`config.mk`:
```
export PLATFORM = sky130hd
export DESIGN_NAME = lcd_cmd_decoder
export DESIGN_NICKNAME = d
export VERILOG_FILES = /design/src/lcd_cmd_pkg.sv /design/src/lcd_cmd_decoder.sv /design/src/lcd_fifo.sv /design/src/lcd_sync.sv
export SDC_FILE = /design/constraint.sdc
export NUM_CORES = 1
export LEC_CHECK = 0
export ABC_AREA = 1
export BUFFER_PORTS_ARGS = -buffer_cell sky130_fd_sc_hd__buf_2
export CAP_MARGIN = 20
export CELL_PAD_IN_SITES_DETAIL_PLACEMENT = 2
export CELL_PAD_IN_SITES_GLOBAL_PLACEMENT = 2
export CORE_MARGIN = 8
export CORE_UTILIZATION = 33
export CTS_CLUSTER_SIZE = 30
export DETAILED_ROUTE_END_ITERATION = 12
export PLACE_DENSITY = 0.77
export SLEW_MARGIN = 20
export SYNTH_ARGS = -nofsm -noshare
export SYNTH_HDL_FRONTEND = slang
export SYNTH_SLANG_ARGS = --single-unit
```
`constraint.sdc`:
```
create_clock -name clk -period 2.6 [get_ports clk]
set_input_delay 0.13 -clock clk [delete_from_list [all_inputs] [get_ports clk]]
set_output_delay 0.13 -clock clk [all_outputs]
set_load 0.02 [all_outputs]
```
`src/lcd_cmd_pkg.sv`:
```
// constants, types and settings layout for the lcd command decoder
package lcd_cmd_pkg;

    // -------------------------------------------------------------
    // bus framing
    // -------------------------------------------------------------
    localparam logic [5:0] SLAVE_ADDR_HI = 6'h1E;
    localparam logic [3:0] BYTE_BITS = 4'h8;
    localparam int CONT_BIT = 7;
    localparam int RW_BIT = 0;

    // -------------------------------------------------------------
    // command field positions
    // -------------------------------------------------------------
    localparam int MODE_TYPE_BIT = 4;
    localparam int MODE_STATUS_LSB = 2;
    localparam int MODE_MUX_LSB = 0;
    localparam int RAM_ORDER_LSB = 2;
    localparam int RAM_BANK_LSB = 0;
    localparam int BANK_LSB = 0;
    localparam int DEVSEL_LSB = 0;
    localparam int XADDR_LSB = 0;

    // -------------------------------------------------------------
    // address space and reset values
    // -------------------------------------------------------------
    localparam logic [5:0] LAST_COLUMN = 6'h27;
    localparam logic [3:0] OWN_SUBADDR = 4'h0;
    localparam logic [1:0] MUX_RST = 2'h0;
    localparam logic [1:0] STATUS_RST = 2'h0;
    localparam logic MIXED_RST = 1'b0;
    localparam logic [1:0] TOP_BANK_RST = 2'h0;
    localparam logic [3:0] SUBADDR_RST = 4'h0;
    localparam logic [1:0] ORDER_RST = 2'h0;
    localparam logic [1:0] BANK_PICK_RST = 2'h0;
    localparam logic [5:0] COLUMN_RST = 6'h00;

    // -------------------------------------------------------------
    // types
    // -------------------------------------------------------------
    typedef enum logic [2:0] {
        PH_IDLE = 3'b000,
        PH_ADDR = 3'b001,
        PH_CMD = 3'b011,
        PH_DATA = 3'b010,
        PH_READ = 3'b110
    } phase_t;

    typedef enum logic [2:0] {
        CMD_XADDR = 3'h0,
        CMD_MODE = 3'h1,
        CMD_DEVSEL = 3'h2,
        CMD_RAM = 3'h3,
        CMD_BANK = 3'h4
    } cmd_t;

    typedef struct packed {
        logic [1:0] mux_rate;
        logic [1:0] display_status;
        logic mixed_mode;
        logic [1:0] top_bank;
        logic [3:0] subaddr;
        logic [1:0] access_order;
        logic [1:0] bank_pick;
        logic [5:0] column;
    } cfg_t;

    typedef struct packed {
        logic [1:0] bank;
        logic [5:0] column;
        logic [7:0] data;
    } disp_word_t;

endpackage : lcd_cmd_pkg

```
`src/lcd_cmd_decoder.sv`:
```
// serial-bus slave framing and command decoder for the lcd driver
`timescale 1ns/1ps
module lcd_cmd_decoder #(
    parameter int FIFO_DEPTH = 16
) (
    input wire logic clk,
    input wire logic nrst,
    input wire logic scl_pin,
    input wire logic sda_pin_in,
    output logic sda_pin_out,
    output logic sda_pin_oe_n,
    input wire logic address_strap_input,
    output lcd_cmd_pkg::cfg_t cfg,
    output lcd_cmd_pkg::disp_word_t wr_word,
    output logic wr_valid,
    input wire logic wr_ready,
    input wire logic [7:0] rd_data,
    output logic rd_take
);
    import lcd_cmd_pkg::*;

    // -------------------------------------------------------------
    // state and helpers
    // -------------------------------------------------------------
    typedef struct packed {
        phase_t phase;
        logic [3:0] bits;
        logic [7:0] shreg;
        logic ack;
        logic drive;
        logic nacked;
        logic last_scl;
        logic last_sda;
        logic strap;
        logic [1:0] strap_wait;
        cfg_t cfg;
    } state_t;

    state_t s;
    state_t next_s;
    logic [2:0] pins_q;
    logic scl;
    logic sda;
    logic strap_q;
    logic scl_rise;
    logic scl_fall;
    logic start_seen;
    logic stop_seen;
    logic push;
    logic push_ready;
    disp_word_t push_word;
    logic addr_ok;
    logic data_ok;

    // classify a command byte by its opcode bits
    function automatic cmd_t cmd_kind(input logic [7:0] b);
        cmd_t k;
        if (!b[6])
            k = CMD_XADDR;
        else if (!b[5])
            k = CMD_MODE;
        else if (b[6:2] == 5'h1F)
            k = CMD_BANK;
        else if (!b[4])
            k = CMD_DEVSEL;
        else
            k = CMD_RAM;
        return k;
    endfunction : cmd_kind

    // step column, carrying into subaddress at the row end
    function automatic cfg_t advance(input cfg_t c);
        cfg_t r;
        r = c;
        if (c.column == LAST_COLUMN)
        begin
            r.column = COLUMN_RST;
            r.subaddr = c.subaddr + 4'h1;
        end
        else
            r.column = c.column + 6'h01;
        return r;
    endfunction : advance

    // -------------------------------------------------------------
    // pin sampling
    // -------------------------------------------------------------
    lcd_sync #(
        .W(3)
    ) u_sync (
        .clk(clk),
        .nrst(nrst),
        .d({address_strap_input, scl_pin, sda_pin_in}),
        .q(pins_q)
    );

    assign strap_q = pins_q[2];
    assign scl = pins_q[1];
    assign sda = pins_q[0];

    // edges come from the synchronised copy, never the first stage
    assign scl_rise = scl && !s.last_scl;
    assign scl_fall = !scl && s.last_scl;
    assign start_seen = scl && s.last_scl && s.last_sda && !sda;
    assign stop_seen = scl && s.last_scl && !s.last_sda && sda;

    // -------------------------------------------------------------
    // acknowledge decisions
    // -------------------------------------------------------------
    // reads answered only in mixed mode; row-only stays a receiver
    assign addr_ok = (s.shreg[7:1] == {SLAVE_ADDR_HI, s.strap})
        && (!s.shreg[RW_BIT] || s.cfg.mixed_mode);

    // a full fifo withholds the acknowledge, so no byte is lost silently
    assign data_ok = s.cfg.mixed_mode
        && (s.cfg.subaddr == OWN_SUBADDR) && push_ready;

    assign push_word.bank = s.cfg.bank_pick;
    assign push_word.column = s.cfg.column;
    assign push_word.data = s.shreg;

    // -------------------------------------------------------------
    // framing and decode
    // -------------------------------------------------------------
    always_comb
    begin
        next_s = s;
        push = 1'b0;
        rd_take = 1'b0;
        next_s.last_scl = scl;
        next_s.last_sda = sda;
        // strap settles once the sync stages hold the pin, not reset ones
        if (s.strap_wait != 2'h3)
        begin
            next_s.strap = strap_q;
            next_s.strap_wait = s.strap_wait + 2'h1;
        end
        if (start_seen)
        begin
            next_s.phase = PH_ADDR;
            next_s.bits = 4'h0;
            next_s.ack = 1'b0;
            next_s.drive = 1'b0;
            next_s.nacked = 1'b0;
        end
        else if (stop_seen)
        begin
            next_s.phase = PH_IDLE;
            next_s.bits = 4'h0;
            next_s.ack = 1'b0;
            next_s.drive = 1'b0;
        end
        else if (s.phase != PH_IDLE)
        begin
            // sample on rising scl only; changes while high are conditions
            if (scl_rise)
            begin
                if (s.bits < BYTE_BITS)
                begin
                    if (s.phase != PH_READ)
                        next_s.shreg = {s.shreg[6:0], sda};
                    next_s.bits = s.bits + 4'h1;
                end
                else if (s.phase == PH_READ && sda)
                    next_s.nacked = 1'b1;
            end
            if (scl_fall)
            begin
                if (s.bits == BYTE_BITS && !s.ack)
                begin
                    // eighth bit done: open the acknowledge slot
                    next_s.ack = 1'b1;
                    case (s.phase)
                        PH_ADDR:
                            next_s.drive = addr_ok;
                        PH_CMD:
                            next_s.drive = 1'b1;
                        PH_DATA:
                        begin
                            next_s.drive = data_ok;
                            push = data_ok;
                        end
                        default:
                            next_s.drive = 1'b0; // master acknowledges
                    endcase
                end
                else if (s.ack)
                begin
                    // ninth clock over: release and act on the byte
                    next_s.ack = 1'b0;
                    next_s.bits = 4'h0;
                    next_s.drive = 1'b0;
                    case (s.phase)
                        PH_ADDR:
                        begin
                            if (!s.drive)
                                next_s.phase = PH_IDLE;
                            else if (s.shreg[RW_BIT])
                            begin
                                next_s.phase = PH_READ;
                                next_s.shreg = rd_data;
                                next_s.drive = !rd_data[7];
                                rd_take = 1'b1;
                            end
                            else
                                next_s.phase = PH_CMD;
                        end
                        PH_CMD:
                        begin
                            case (cmd_kind(s.shreg))
                                CMD_MODE:
                                begin
                                    next_s.cfg.mixed_mode =
                                        s.shreg[MODE_TYPE_BIT];
                                    next_s.cfg.display_status =
                                        s.shreg[MODE_STATUS_LSB +: 2];
                                    next_s.cfg.mux_rate =
                                        s.shreg[MODE_MUX_LSB +: 2];
                                end
                                CMD_BANK:
                                    next_s.cfg.top_bank =
                                        s.shreg[BANK_LSB +: 2];
                                CMD_DEVSEL:
                                    next_s.cfg.subaddr =
                                        s.shreg[DEVSEL_LSB +: 4];
                                CMD_RAM:
                                begin
                                    // low nibble 12 up decodes as bank above
                                    next_s.cfg.access_order =
                                        s.shreg[RAM_ORDER_LSB +: 2];
                                    next_s.cfg.bank_pick =
                                        s.shreg[RAM_BANK_LSB +: 2];
                                end
                                default:
                                    next_s.cfg.column =
                                        s.shreg[XADDR_LSB +: 6];
                            endcase
                            if (!s.shreg[CONT_BIT])
                                next_s.phase = PH_DATA;
                            else
                                next_s.phase = PH_CMD;
                        end
                        PH_DATA:
                            next_s.cfg = advance(s.cfg);
                        default:
                        begin
                            next_s.cfg = advance(s.cfg);
                            if (s.nacked)
                                next_s.phase = PH_IDLE;
                            else
                            begin
                                next_s.shreg = rd_data;
                                next_s.drive = !rd_data[7];
                                rd_take = 1'b1;
                            end
                        end
                    endcase
                end
                else if (s.phase == PH_READ)
                begin
                    // next bit goes out while scl is low
                    next_s.shreg = {s.shreg[6:0], 1'b1};
                    next_s.drive = !s.shreg[6];
                end
            end
        end
    end

    // -------------------------------------------------------------
    // state register
    // -------------------------------------------------------------
    // settings hold until rewritten or reset
    always_ff @(posedge clk or negedge nrst)
    begin
        if (!nrst)
        begin
            s <= '0;
            s.phase <= PH_IDLE;
            s.last_scl <= 1'b1;
            s.last_sda <= 1'b1;
            s.cfg.mux_rate <= MUX_RST;
            s.cfg.display_status <= STATUS_RST;
            s.cfg.mixed_mode <= MIXED_RST;
            s.cfg.top_bank <= TOP_BANK_RST;
            s.cfg.subaddr <= SUBADDR_RST;
            s.cfg.access_order <= ORDER_RST;
            s.cfg.bank_pick <= BANK_PICK_RST;
            s.cfg.column <= COLUMN_RST;
        end
        else
            s <= next_s;
    end

    // -------------------------------------------------------------
    // data path and outputs
    // -------------------------------------------------------------
    lcd_fifo #(
        .W($bits(disp_word_t)),
        .DEPTH(FIFO_DEPTH)
    ) u_fifo (
        .clk(clk),
        .nrst(nrst),
        .in_valid(push),
        .in_ready(push_ready),
        .in_data(push_word),
        .out_valid(wr_valid),
        .out_ready(wr_ready),
        .out_data(wr_word)
    );

    // open drain: only ever pulls low, enable low while pulling
    assign sda_pin_out = 1'b0;
    assign sda_pin_oe_n = !s.drive;
    assign cfg = s.cfg;
endmodule : lcd_cmd_decoder

```
`src/lcd_fifo.sv`:
```
// display data fifo with valid/ready on both sides
`timescale 1ns/1ps
module lcd_fifo #(
    parameter int W = 16,
    parameter int DEPTH = 16
) (
    input wire logic clk,
    input wire logic nrst,
    input wire logic in_valid,
    output logic in_ready,
    input wire logic [W-1:0] in_data,
    output logic out_valid,
    input wire logic out_ready,
    output logic [W-1:0] out_data
);
    localparam int AW = $clog2(DEPTH);

    typedef struct packed {
        logic [DEPTH-1:0][W-1:0] mem;
        logic [AW-1:0] wp;
        logic [AW-1:0] rp;
        logic [AW:0] count;
    } fifo_t;

    fifo_t s;
    fifo_t next_s;
    logic do_wr;
    logic do_rd;

    assign in_ready = (s.count != (AW+1)'(DEPTH));
    assign out_valid = (s.count != '0);
    assign out_data = s.mem[s.rp];
    assign do_wr = in_valid && in_ready;
    assign do_rd = out_valid && out_ready;

    // pointers wrap at depth; depth is taken as a power of two
    always_comb
    begin
        next_s = s;
        if (do_wr)
        begin
            next_s.mem[s.wp] = in_data;
            next_s.wp = s.wp + AW'(1);
        end
        if (do_rd)
            next_s.rp = s.rp + AW'(1);
        if (do_wr && !do_rd)
            next_s.count = s.count + (AW+1)'(1);
        else if (do_rd && !do_wr)
            next_s.count = s.count - (AW+1)'(1);
    end

    always_ff @(posedge clk or negedge nrst)
    begin
        if (!nrst)
            s <= '0;
        else
            s <= next_s;
    end
endmodule : lcd_fifo

```
`src/lcd_sync.sv`:
```
// two-flop synchroniser for pins from outside the clock domain
`timescale 1ns/1ps
module lcd_sync #(
    parameter int W = 3
) (
    input wire logic clk,
    input wire logic nrst,
    input wire logic [W-1:0] d,
    output logic [W-1:0] q
);
    typedef struct packed {
        logic [W-1:0] s1;
        logic [W-1:0] s2;
    } sync_t;

    sync_t s;
    sync_t next_s;

    // stage one feeds stage two only
    always_comb
    begin
        next_s.s1 = d;
        next_s.s2 = s.s1;
    end

    // idle bus lines are high, so reset to ones
    always_ff @(posedge clk or negedge nrst)
    begin
        if (!nrst)
            s <= '1;
        else
            s <= next_s;
    end

    assign q = s.s2;
endmodule : lcd_sync

```
* Yosys cells after proc, flatten, opt, wreduce, memory -nomap -nowiden
Cells that the tools add are included.
** Storage, ports and cells
- Register bits :: 319
- Input bits :: 14
- Output and inout port bits :: 41
- Word-level logic and storage cells :: 206
** Cells by class
- Add/subtract/negate cells :: 8
- Order comparisons :: 4
- Equality and inequality tests :: 21
- Mux-type cells :: 76
- Bitwise logic cells :: 4
- Reduce and logical (&&, ||, !) cells :: 54
** Operators by type and width (count)
- bitwise mux 256 bit :: 1
- binary-select mux 16 bit (select 4 bit) :: 1
- demux 16 bit (select 4 bit) :: 1
- two-way mux 8 bit :: 6
- two-way mux 3 bit :: 14
- one-hot mux 21 bit (2 select lines) :: 1
- AND reduction 9 bit :: 4
- two-way mux 16 bit :: 2
- two-way mux 1 bit :: 26
- two-way mux 12 bit :: 2
- two-way mux 7 bit :: 3
- two-way mux 18 bit :: 1
- logical AND 1 bit :: 17
- two-way mux 17 bit :: 1
- adder 4 x 1 -> 4 bit (second input constant) :: 4
- one-hot mux 8 bit (2 select lines) :: 1
- two-way mux 15 bit :: 1
- two-way mux 5 bit :: 3
- nonzero test 5 bit :: 3
- == test 3 x 2 -> 1 bit (second input constant) :: 4
- two-way mux 4 bit :: 3
- two-way mux 6 bit :: 2
- nonzero test 3 bit :: 4
- logical NOT 1 bit :: 11
- 32 further kinds :: 51

* Logic depth before layout (Yosys ltp)
Gate-level depths: netlist (run 1).
- Depth in word-level cells :: 15
- Mapped depth :: 17
- Depth with buffers taken out :: 17

* By module
A second synthesis (run 1) with hierarchy kept.
** Unflattened totals
- Cell total of the unflattened synthesis :: 2442
- Area, all modules :: 18143.7 um2
** Modules (own cells, without submodules)
- lcd_fifo :: times used 1, cells an instance 2026, area an instance 14883.0 um2, sequential area each 6731.5 um2
- lcd_cmd_decoder :: times used 1, cells an instance 410, area an instance 3103.0 um2, sequential area each 1103.6 um2
- lcd_sync :: times used 1, cells an instance 6, area an instance 157.7 um2, sequential area each 157.7 um2

* Least setup slack after synthesis (run 1)
No wires, ideal clock.
- Kind :: register to register
- From :: reg s[37] (netlist name)
- To :: reg u_fifo.s[4] (netlist name)
- Setup time :: 0.083 ns
- Data arrival time :: 2.542 ns
- Required time :: 2.517 ns
- Path slack :: -0.025 ns
- Cell stages (with the launch flop) :: 18
- Path buffers :: 0
- Period minus slack after synthesis :: 2.625 ns
- Path through :: dfrtp_1 inv_1 ha_1 nand2_1 inv_1 nand2_1 inv_1 nand2_1 nor3_1 ha_1 inv_1 fa_1 nand2_1 nand2_1 a21oi_1 xor2_1 nand2_1 o21ai_0
** On the way
- Word-level cells in the longest chain between the ends :: 11
- Elaborated cells on any way between the ends :: 13
- Classes of those cells :: 1 x eq/ne; 6 x mux; 6 x reduce/logical
** RTL lines
- start: declaration :: RTL line lcd_cmd_decoder.sv:39 : state_t s;
- start signal: assignment :: RTL line lcd_cmd_decoder.sv:291 : s <= next_s;
- == test 4 bit (*) :: RTL line lcd_cmd_decoder.sv:169 : if (s.bits == BYTE_BITS && !s.ack)
- logical AND 1 bit (*) :: RTL line lcd_cmd_decoder.sv:169
- two-way mux 1 bit (*) :: RTL line lcd_cmd_decoder.sv:169
- two-way mux 1 bit (*) :: RTL line lcd_cmd_decoder.sv:167 : if (scl_fall)
- two-way mux 1 bit (*) :: RTL line lcd_cmd_decoder.sv:153 : else if (s.phase != PH_IDLE)
- two-way mux 1 bit (*) :: RTL line lcd_cmd_decoder.sv:146 : else if (stop_seen)
- two-way mux 1 bit (*) :: RTL line lcd_cmd_decoder.sv:138 : if (start_seen)
- logical AND 1 bit (*) :: RTL line lcd_fifo.sv:33 : assign do_wr = in_valid && in_ready;
- named net u_fifo.do_wr :: RTL line lcd_fifo.sv:27 : logic do_wr;
- logical NOT 1 bit :: RTL line lcd_fifo.sv:49 : else if (do_rd && !do_wr)
- logical AND 1 bit :: RTL line lcd_fifo.sv:49
- nonzero test 2 bit (no source line)
- end signal: assignment :: RTL line lcd_fifo.sv:58 : s <= next_s;
- end: declaration :: RTL line lcd_fifo.sv:25 : fifo_t s;
Mark *: on every way through the listed nets, which the timed path passes. The rest lies on a longest branch.
A chain may end at the register's enable or synchronous reset.

* Worst setup path after layout (run 1)
- From :: reg, netlist name cfg[10]
- To :: reg u_fifo.s[4] (netlist name)
** On the way
- Word-level cells in the longest chain between the ends :: 13
- Elaborated cells on any way between the ends :: 15
- Classes of those cells :: 7 x mux; 8 x reduce/logical
** RTL lines
- logical NOT 4 bit (*) :: RTL line lcd_cmd_decoder.sv:116 : && (s.cfg.subaddr == OWN_SUBADDR) && push_ready;
- logical AND 1 bit (*) (2 in a row) :: RTL line lcd_cmd_decoder.sv:116
- two-way mux 1 bit (*) :: RTL line lcd_cmd_decoder.sv:173 : case (s.phase)
- two-way mux 1 bit (*) :: RTL line lcd_cmd_decoder.sv:169
- two-way mux 1 bit (*) :: RTL line lcd_cmd_decoder.sv:167
- two-way mux 1 bit (*) :: RTL line lcd_cmd_decoder.sv:153
- two-way mux 1 bit (*) :: RTL line lcd_cmd_decoder.sv:146
- two-way mux 1 bit (*) :: RTL line lcd_cmd_decoder.sv:138
- logical AND 1 bit (*) :: RTL line lcd_fifo.sv:33
- named net u_fifo.do_wr :: RTL line lcd_fifo.sv:27
- logical NOT 1 bit :: RTL line lcd_fifo.sv:49
- logical AND 1 bit :: RTL line lcd_fifo.sv:49
- nonzero test 2 bit (no source line)
Marked as above.

==> results, run 1 <==
- The worst setup path is launched from a flip-flop.
- The fraction of registers with async set/reset is 1.00.
- The number of distinct library cells after synthesis is 35.
- IR analysis of the VDD net gives a maximum drop of between 0.5 and 0.6 mV.
- The total number of clock tree sinks is about 320.
- The maximum number of buffers from clock root to sink is 3.
- The areal power density over the cells is approximately 1000 mW/mm^2.
- The data arrival at the endpoint of the critical path is around 3.2 ns.
- By area the synthesized netlist is led by sky130_fd_sc_hd__dfrtp_1 (48%), sky130_fd_sc_hd__nand2_1 (16%), sky130_fd_sc_hd__nand3_1 (9.3%), sky130_fd_sc_hd__nor2_1 (5.7%), sky130_fd_sc_hd__o21ai_0 (5.6%).
- The layout has approximately 5400 filler cells.
- The pin count of the biggest net entering global routing is just over 80.
- The checks that failed: negative setup slack.
- The number of nets in the final layout is 2266.
- The count of flip-flops with a built-in enable after synthesis is 0.
- The number of non-filler instances in the completed layout is between 2000 and 3000.
- After clock tree synthesis, the clock-pin slew on the worst setup and hold paths is about 0.060 ns.
- The standard cell with the maximum stage delay on the critical path is sky130_fd_sc_hd__dfrtp_1.
- The gate count of the mapped netlist is approximately 2100.
- The worst-path maximum fanout is 4.
- A synthesized cell averages 7.57 um^2.
- The final critical delay including setup and external delays is 2.72 ns.
- The number of register bits inferred by synthesis is 319.
- For this run, the total global-route usage over all layers was measured as 0.246.
- The number of nets in the synthesized netlist is 2167.
- At the end of routability-driven placement, the weighted congestion stood at 0.851.
- The fraction of met2 tracks used by global routing is 0.416.
- Once routing completed, OpenROAD measured the worst setup slack at -0.122 ns.
- The detail route stage leaves a number of antenna-violating nets equal to 0.
- The floorplan die area is ~0.056 mm^2.
- The initial standard-cell utilization of the core is 0.333.
- The dominant synthesized flop cell is sky130_fd_sc_hd__dfrtp_1.
- The die is about 240 um wide.
- The number of violations of the max-capacitance limit is 0.
- During synthesis, Yosys emitted a total of 0 warnings.
- The final clock skew is 0.0301 ns.
- In the routed design, unresolved DRC markers number 0.
- In this design, the stage delay of the slowest critical-path cell is 0.39 ns.
- The run finished, with violations left.
- In this run the static leakage power is 10.6 nW.
- The most repeated library cell on the critical path is sky130_fd_sc_hd__nand2_2.
- The detailed router finished its first iteration with between 1000 and 1500 violations.
- STA classifies the critical path endpoint as a flip-flop.
- The switching portion of total power is 0.415.
- The total congestion overflow is 0.
- Walking the worst path, the cells encountered are inv_2, ha_4, nand4_1, nor2_2, nand2_2, nor3_4, ha_2, inv_4, fa_2, nand2_2, nand2_2, a21oi_2, xor2_1, nand2_1, o21ai_1.
- In this run the worst hold path is classified as input port to flip-flop.
- Of the post-synthesis cell area, the dominant cell type holds 0.481.
- The share of the Yosys chip area taken by registers is 0.494.
- Before antenna repair, the detailed router went through 5 iterations.
- The global-route wire length before repair is ~110 mm.
- The cell area after synthesis is approximately 0.016 mm^2.
- Setup violations remaining at the end of the flow were counted as 2.
- Clock tree synthesis selected as its root buffer the cell sky130_fd_sc_hd__clkbuf_16.
- The vertical die dimension is ~240 um.
- The sequential share of power is 0.262.
- The count of buffers added on input and output ports is between 50 and 60.
- The commonest cells after synthesis are sky130_fd_sc_hd__nand2_1 (682), sky130_fd_sc_hd__dfrtp_1 (311), sky130_fd_sc_hd__nand3_1 (301).
- At the later pin of the worst-skew pair, clock insertion delay measures 0.58 ns.
- Detailed placement finished with a half-perimeter wire length of a little over 40 mm.
- The growth of design area from synthesis to finish is 25.9%.
- The via count of the first global-routing pass is 18100.
- For the worst setup path, the data required time is 3.07 ns.
- Of the cells placed in the final design, the portion with a size suffix greater than 1 is 0.181.
- In this run, placement finished with an instance count of approximately 2700.
- The placement row count is about 80.
- Of the total power, the clock network draws 0.287.
- The CTS buffer count is 40.
- The area after detailed placement is roughly 0.017 mm^2.
- The library cell occupying the most area in the post-synthesis netlist is sky130_fd_sc_hd__dfrtp_1.
- The H-tree was split into 2 levels.
- The combinational cell fraction of total power is 0.451.
- Pin placement for this block handled 55 I/O pins.
- The final number of max-transition violations is 0.
- The number of antenna violations at the first check in global routing is 1.
- The routing usage on met1 is 0.315.
- The vias after detailed routing is roughly 16000.
- Setup total negative slack on the finished layout was measured at -0.142 ns.
- The average via count per standard cell is roughly 5.7.
- Measured against its own limit, the worst slew margin works out to 0.508.
- The switching power is between 8 and 9 mW.
- The routing layer with the top usage in global route is met2.
- The cell area after layout is between 0.02 and 0.025 mm^2.
- The total area inside the core boundary comes to 0.0486 mm^2.
- The routed design has approximately 74 mm of wire.
- Dividing the detail-routed wire length by the instance count gives around 26 um.
- TritonCTS built the clock tree.
- At the pin with the least slew margin, the transition time is about 0.74 ns.
- The global routing met3 resource utilization is 0.0389.
- The internal power consumption is 12.1 mW.
- By instance count, the leading cell after synthesis is sky130_fd_sc_hd__nand2_1.
- Setup repair after global routing could not meet its margin everywhere.
- The worst setup path is of the flip-flop to flip-flop kind.
- The final period utilization is 1.05.
- Static timing analysis puts the maximum clock frequency at 367 MHz.
- The count of final hold-check violations is 0.
## routing by layer
layer,vias to the layer above,part of all wire
met5,-,0
met4,0,0.035
met3,139,0.050
met2,513,0.49
met1,8553,0.43
li1,7146,-
## final cells by class
| class | instances | area, um^2 | share of cell area |
|---|---|---|---|
| Tap cell | 622 | 778 | 0.0382 |
| Sequential cell | 319 | 8000 | 0.392 |
| Multi-Input combinational cell | 1571 | 7520 | 0.369 |
| Timing Repair Buffer | 228 | 2370 | 0.116 |
| Antenna cell | 1 | 2.50 | 0.000123 |
| Clock buffer | 59 | 1180 | 0.0581 |
| Timing Repair inverter | 2 | 46.3 | 0.00227 |
| Clock inverter | 14 | 178 | 0.00872 |
| Inverter | 74 | 307 | 0.0150 |
## cells in the final DEF (no fill, tap or decap), types with 5 or more instances in the layout
cell type                         n
sky130_fd_sc_hd__nand2_1        659
sky130_fd_sc_hd__dfrtp_1        309
sky130_fd_sc_hd__nand3_1        293
sky130_fd_sc_hd__nor2_1         218
sky130_fd_sc_hd__o21ai_0        118
sky130_fd_sc_hd__buf_4          112
sky130_fd_sc_hd__inv_1           68
sky130_fd_sc_hd__o211ai_1        66
sky130_fd_sc_hd__clkbuf_16       48
sky130_fd_sc_hd__o21ai_1         43
sky130_fd_sc_hd__buf_2           37
sky130_fd_sc_hd__buf_6           30
sky130_fd_sc_hd__nand2_2         29
sky130_fd_sc_hd__buf_12          23
sky130_fd_sc_hd__nor2_2          22
sky130_fd_sc_hd__o21ai_2         20
sky130_fd_sc_hd__a21oi_1         17
sky130_fd_sc_hd__xor2_1          10
sky130_fd_sc_hd__ha_1            10
sky130_fd_sc_hd__clkbuf_1         9
sky130_fd_sc_hd__clkbuf_8         9
sky130_fd_sc_hd__nand4_1          8
sky130_fd_sc_hd__nand3_2          8
sky130_fd_sc_hd__nor2_4           8
sky130_fd_sc_hd__clkinv_2         8
sky130_fd_sc_hd__buf_16           8
sky130_fd_sc_hd__dfstp_2          8
sky130_fd_sc_hd__nand2_4          7
sky130_fd_sc_hd__o22ai_1          6
sky130_fd_sc_hd__dlygate4sd3_1    5
## path summary, 6_finish.rpt
path	from	end	slack, ns	depth (start not counted)
min in group asynchronous	nrst	u_fifo.s[79]	0.17	2
max	cfg[10]	u_fifo.s[4]	-0.12	15
max reg2reg	cfg[10]	u_fifo.s[4]	-0.12	15
min	rd_data[6]	push_word[6]	0.06	7
min reg2reg	u_sync.next_s[2]	u_sync.q[2]	0.36	0
max in group asynchronous	nrst	u_sync.next_s[2]	1.54	3
## state kept, by name, summed over array words and instances, names as in the netlist
register	flops
push_word	8
cfg	21
u_fifo.s	269
s	15
u_sync.next_s	3
u_sync.q	3
## worst max-delay path, delay by kind of cell, from the launching register on
family	cells	cell delay, ns
compound gates	2	0.27
xor+xnor	1	0.18
fa+ha+maj	3	0.73
buf+inv	2	0.15
flops	1	0.39
simple gates	7	0.89
## power by group through the flow
stage | sequential (mW) | combinational, mW | clock (mW)
detailed placement | 5.58 | 6.53 | 0
CTS | 5.39 | 8.31 | 6.00
floorplan | 5.32 | 3.65 | 0
global placement | 5.57 | 6.36 | 0
global route | 5.42 | 9.79 | 6.20
finish | 5.40 | 9.32 | 5.92
## timing repair
action	CTS	global route
endpoints found under the hold margin	79	0
pin swaps	39	63
buffers inserted	38	17
gates cloned	9	8
gates resized for setup	97	149
endpoints found under the setup margin	18	49
hold buffers	5	0
## kinds of logic after synthesis
kind of cell             share of synthesized area
AO/OA/AOI/OAI                               0.0971
XOR/XNOR                                   0.00758
adder cells (fa/ha/maj)                     0.0128
buffers and inverters                       0.0660
flip-flops                                   0.494
multiplexers                               0.00201
other                                     0.000232
AND/OR/NAND/NOR                              0.320
## stage by stage
stage           util  power (mW)  setup WS (ns)  hold slack, ns
2_1_floorplan      -        8.97         0.0672          -0.166
3_3_place_gp   0.360        11.9         0.0110           0.210
3_5_place_dp   0.360        12.1         -0.153           0.202
4_1_cts        0.406        19.7        -0.0497          0.0470
5_1_grt        0.419        21.4         -0.218           0.101
6_report       0.419        20.6         -0.122          0.0644
Note: power is estimated with default switching activity, not from simulation.
==> run 2, diff against run 1 <==
--- a/config.mk
+++ b/config.mk
@@ -6,14 +6,15 @@
 export NUM_CORES = 1
 export LEC_CHECK = 0
 export ABC_AREA = 1
-export BUFFER_PORTS_ARGS = -buffer_cell sky130_fd_sc_hd__buf_2
 export CAP_MARGIN = 20
 export CELL_PAD_IN_SITES_DETAIL_PLACEMENT = 2
 export CELL_PAD_IN_SITES_GLOBAL_PLACEMENT = 2
 export CORE_MARGIN = 8
-export CORE_UTILIZATION = 33
+export CORE_UTILIZATION = 34
 export CTS_CLUSTER_SIZE = 30
 export DETAILED_ROUTE_END_ITERATION = 12
+export DONT_BUFFER_PORTS = 1
+export GPL_TIMING_DRIVEN = 0
 export PLACE_DENSITY = 0.77
 export SLEW_MARGIN = 20
 export SYNTH_ARGS = -nofsm -noshare
==> run 2 against run 1 <==
  * Worst hold slack worse by 0.79 ns
  * Sequential cell count stayed put
  * The flow finishes with violations (negative hold slack, negative setup slack)
  * Register-to-register slack better by 0.06 ns
  * Maximum frequency is 0.83% higher
  * Via count is 0.39% higher
  * Non-clock buffer count is 5 lower
  * Core utilization is 0.87 points lower
  * First-iteration DRC count is 21% higher
  * Sequential power is 0.7% lower
  * Setup slack better by 0.022 ns
  * Wire length is 4.6% higher
  * Clock power is 1% lower
==> results, run 2 (synthesized netlist as in run 1, its figures left out) <==
- The total congestion overflow is 0.
- At the placement stage, the worst setup path has a slack of -0.768 ns.
- The final critical delay including setup and external delays is around 2.7 ns.
- With fillers left out, the area of the finished cells amounts to 0.0194 mm^2.
- The global-route wire length before repair is 115 mm.
- The worst setup path is launched from a flip-flop.
- For this run, the total global-route usage over all layers was measured as 0.280.
- For the pin with the worst max-slew slack, the measured transition is 1.21 ns.
- The TritonCTS clock tree is built.
- The hold buffer count at cts is 9.
- 55 I/O pins were placed.
- Setup repair after global routing could not meet its margin everywhere.
- The count of final hold-check violations is about 320.
- The clock input transition at the sequential cells of the worst setup and hold paths is 0.06 ns.
- The residual DRC count is 0.
- Compared with the post-synthesis result, the final layout area differs by 20.0%.
- Measured along the x axis, the die boundary spans around 230 um.
- Registers take about 0.008 mm^2.
- Final hold analysis gives a worst-case slack of -0.727 ns.
- The leading cell type in the layout, fill and taps excluded is sky130_fd_sc_hd__nand2_1.
- The worst-path maximum fanout is 8.
- The worst slew margin relative to its limit is 0.197.
- The maximum number of buffers from clock root to sink is 3.
- The clock arrives with around 0.016 ns of skew.
- The tightest min-delay check is of the input port to asynchronous set/reset pin type.
- The post-detailed-placement half-perimeter wirelength is between 50 and 60 mm.
- The total number of clock tree sinks is between 300 and 400.
- The final weighted congestion in routability-driven placement is about 0.90.
- The first detailed-routing pass ran for 5 iterations.
- The number of violations of the max-capacitance limit is 0.
- The post-layout worst setup margin is -0.0991 ns.
- The number of port buffers is 0.
- The share of post-route cells with drive strength above 1 is 0.143.
- Timing would allow up to ~370 MHz.
- The number of nets with antenna violations after detailed routing is 0.
- The maximum vdd drop is between 0.4 and 0.5 mV.
- In the routed layout, each cell is associated on average with a via count of ~5.7.
- The DRC violation total after the first TritonRoute iteration is 1313.
- The cell at the root of the clock tree is sky130_fd_sc_hd__clkbuf_16.
- The largest registers in the layout are u_fifo.s: 269 flops, cfg: 21 flops, s: 15 flops.
- The static leakage is 10.0 nW.
- Entering global routing, the biggest net connects 320 pins.
- The vias after detailed routing is roughly 16000.
- Data on the critical path is required at its endpoint by 2.47 ns.
- The number of antenna violations at the first check in global routing is 0.
- Adding up every negative setup slack in the final design gives -0.330 ns.
- The total of endpoints with negative setup slack in the final report is 8.
- The layout has approximately 5400 filler cells.
- The area of the placeable core is 0.0473 mm^2.
- From bottom edge to top edge, the die measures around 230 um.
- The multi-input combinational cells in the finished layout cover a total of around 0.0074 mm^2.
- Dividing total power by cell area gives a power density of between 1000 and 1500 mW/mm^2.
- Buffers inserted during clock tree synthesis total 41.
- The placement row count is 80.
- The detail-routed net length per standard cell is approximately 27 um.
- In the layout the commonest cells are sky130_fd_sc_hd__nand2_1 (660), sky130_fd_sc_hd__dfrtp_1 (309), sky130_fd_sc_hd__nand3_1 (296), sky130_fd_sc_hd__nor2_1 (229), sky130_fd_sc_hd__o21ai_0 (152).
- The register with the most flip-flops in the layout has around 270 of them.
- Wires add up to approximately 78 mm.
- The number of levels the H-tree was split into is 2.
- STA classifies the critical path endpoint as a primary output.
- The initial standard-cell utilization of the core is 0.342.
- STA puts the critical path data arrival time at approximately 2.6 ns.
- Leaving out filler cells and counting taps, the final layout contains between 2000 and 3000.
- The number of nets in the final layout is between 2000 and 2500.
- Of the available clock period, the critical path in the final layout requires 1.04.
- The final number of max-transition violations was 0.
- The critical path in this run is classified as flip-flop to primary output.
- The checks that failed: negative hold slack, negative setup slack.
- The post-placement cell count is 2753.
- The via count of the first global-routing pass was approximately 18000.
- The later pin in the worst-skew pair is clocked with a latency of approximately 0.57 ns.
- The antenna diode count is 0.
- The placed instances occupy a cell area of between 0.015 and 0.02 mm^2.
- The run finished, with violations left.
- The die covers about 0.055 mm^2.
- The register containing the most flip-flops in the final layout is u_fifo.s.
-- run 2: area by class of cell --
cell class                 instances  share of cell area
buffer                           171              0.0565
inverter                          74              0.0149
multi-input combinational       1571               0.382
tap                              615              0.0396
clock inverter                     8             0.00483
timing repair buffer              52              0.0271
clock buffer                      64              0.0636
sequential                       319               0.412
-- run 2: critical path, stage by stage, from the launching register on --
cell                        delay, ns
sky130_fd_sc_hd__dfrtp_1         0.43
sky130_fd_sc_hd__buf_8           0.17
sky130_fd_sc_hd__inv_8           0.07
sky130_fd_sc_hd__buf_8           0.14
sky130_fd_sc_hd__clkbuf_16       0.19
sky130_fd_sc_hd__nor2_2          0.04
sky130_fd_sc_hd__nor2_1          0.08
sky130_fd_sc_hd__o21ai_1         0.08
sky130_fd_sc_hd__o211ai_1        0.22
sky130_fd_sc_hd__o211ai_1        0.32
sky130_fd_sc_hd__nand2_2         0.23
-- run 2: per-layer routing --
metal / track usage / routed length, um / vias up
met5: 0 / 0 / -
met1: 0.346 / 31600 / 8502
met3: 0.0466 / 4590 / 214
li1: - / - / 7126
met4: 0.136 / 4180 / 0
met2: 0.471 / 37300 / 572
-- run 2: report_power, final --
part	total (mW)	internal, mW	switching, mW	leakage (nW)
Combinational	8.41	2.36	6.05	5.00
Sequential	5.36	5.13	0.222	4.37
Clock	5.84	3.45	2.39	0.655
Total	19.6	10.9	8.66	10.0
-- run 2: what timing repair did --
| item | CTS | global route |
|---|---|---|
| pin swaps | 27 | 45 |
| buffers inserted | 32 | 7 |
| gates cloned | 1 | 3 |
| endpoints found under the setup margin | 260 | 97 |
| gates resized for setup | 157 | 122 |
| hold endpoints to repair | 330 | 319 |
-- run 2: stage by stage --
step                       util  total power, mW
final                     0.410             19.6
after global routing      0.410             20.2
after CTS                 0.402             18.7
after detailed placement  0.358             12.1
after global placement    0.358             11.9
after floorplan               -             8.97
-- run 2: path summary, 6_finish.rpt --
kind	startpoint	endpoint	slack, ns	cells past startpoint
worst max-delay path	u_fifo.s[5]	wr_word[10]	-0.1	10
worst min-delay path	nrst	u_fifo.s[203]	-0.73	0
worst max register to register	cfg[10]	cfg[10]	-0.06	18
worst min register to register	u_sync.next_s[1]	u_sync.q[1]	0.35	0
max in group asynchronous	nrst	u_fifo.s[214]	2.35	0
min in group clk	rd_data[2]	push_word[2]	0.02	8
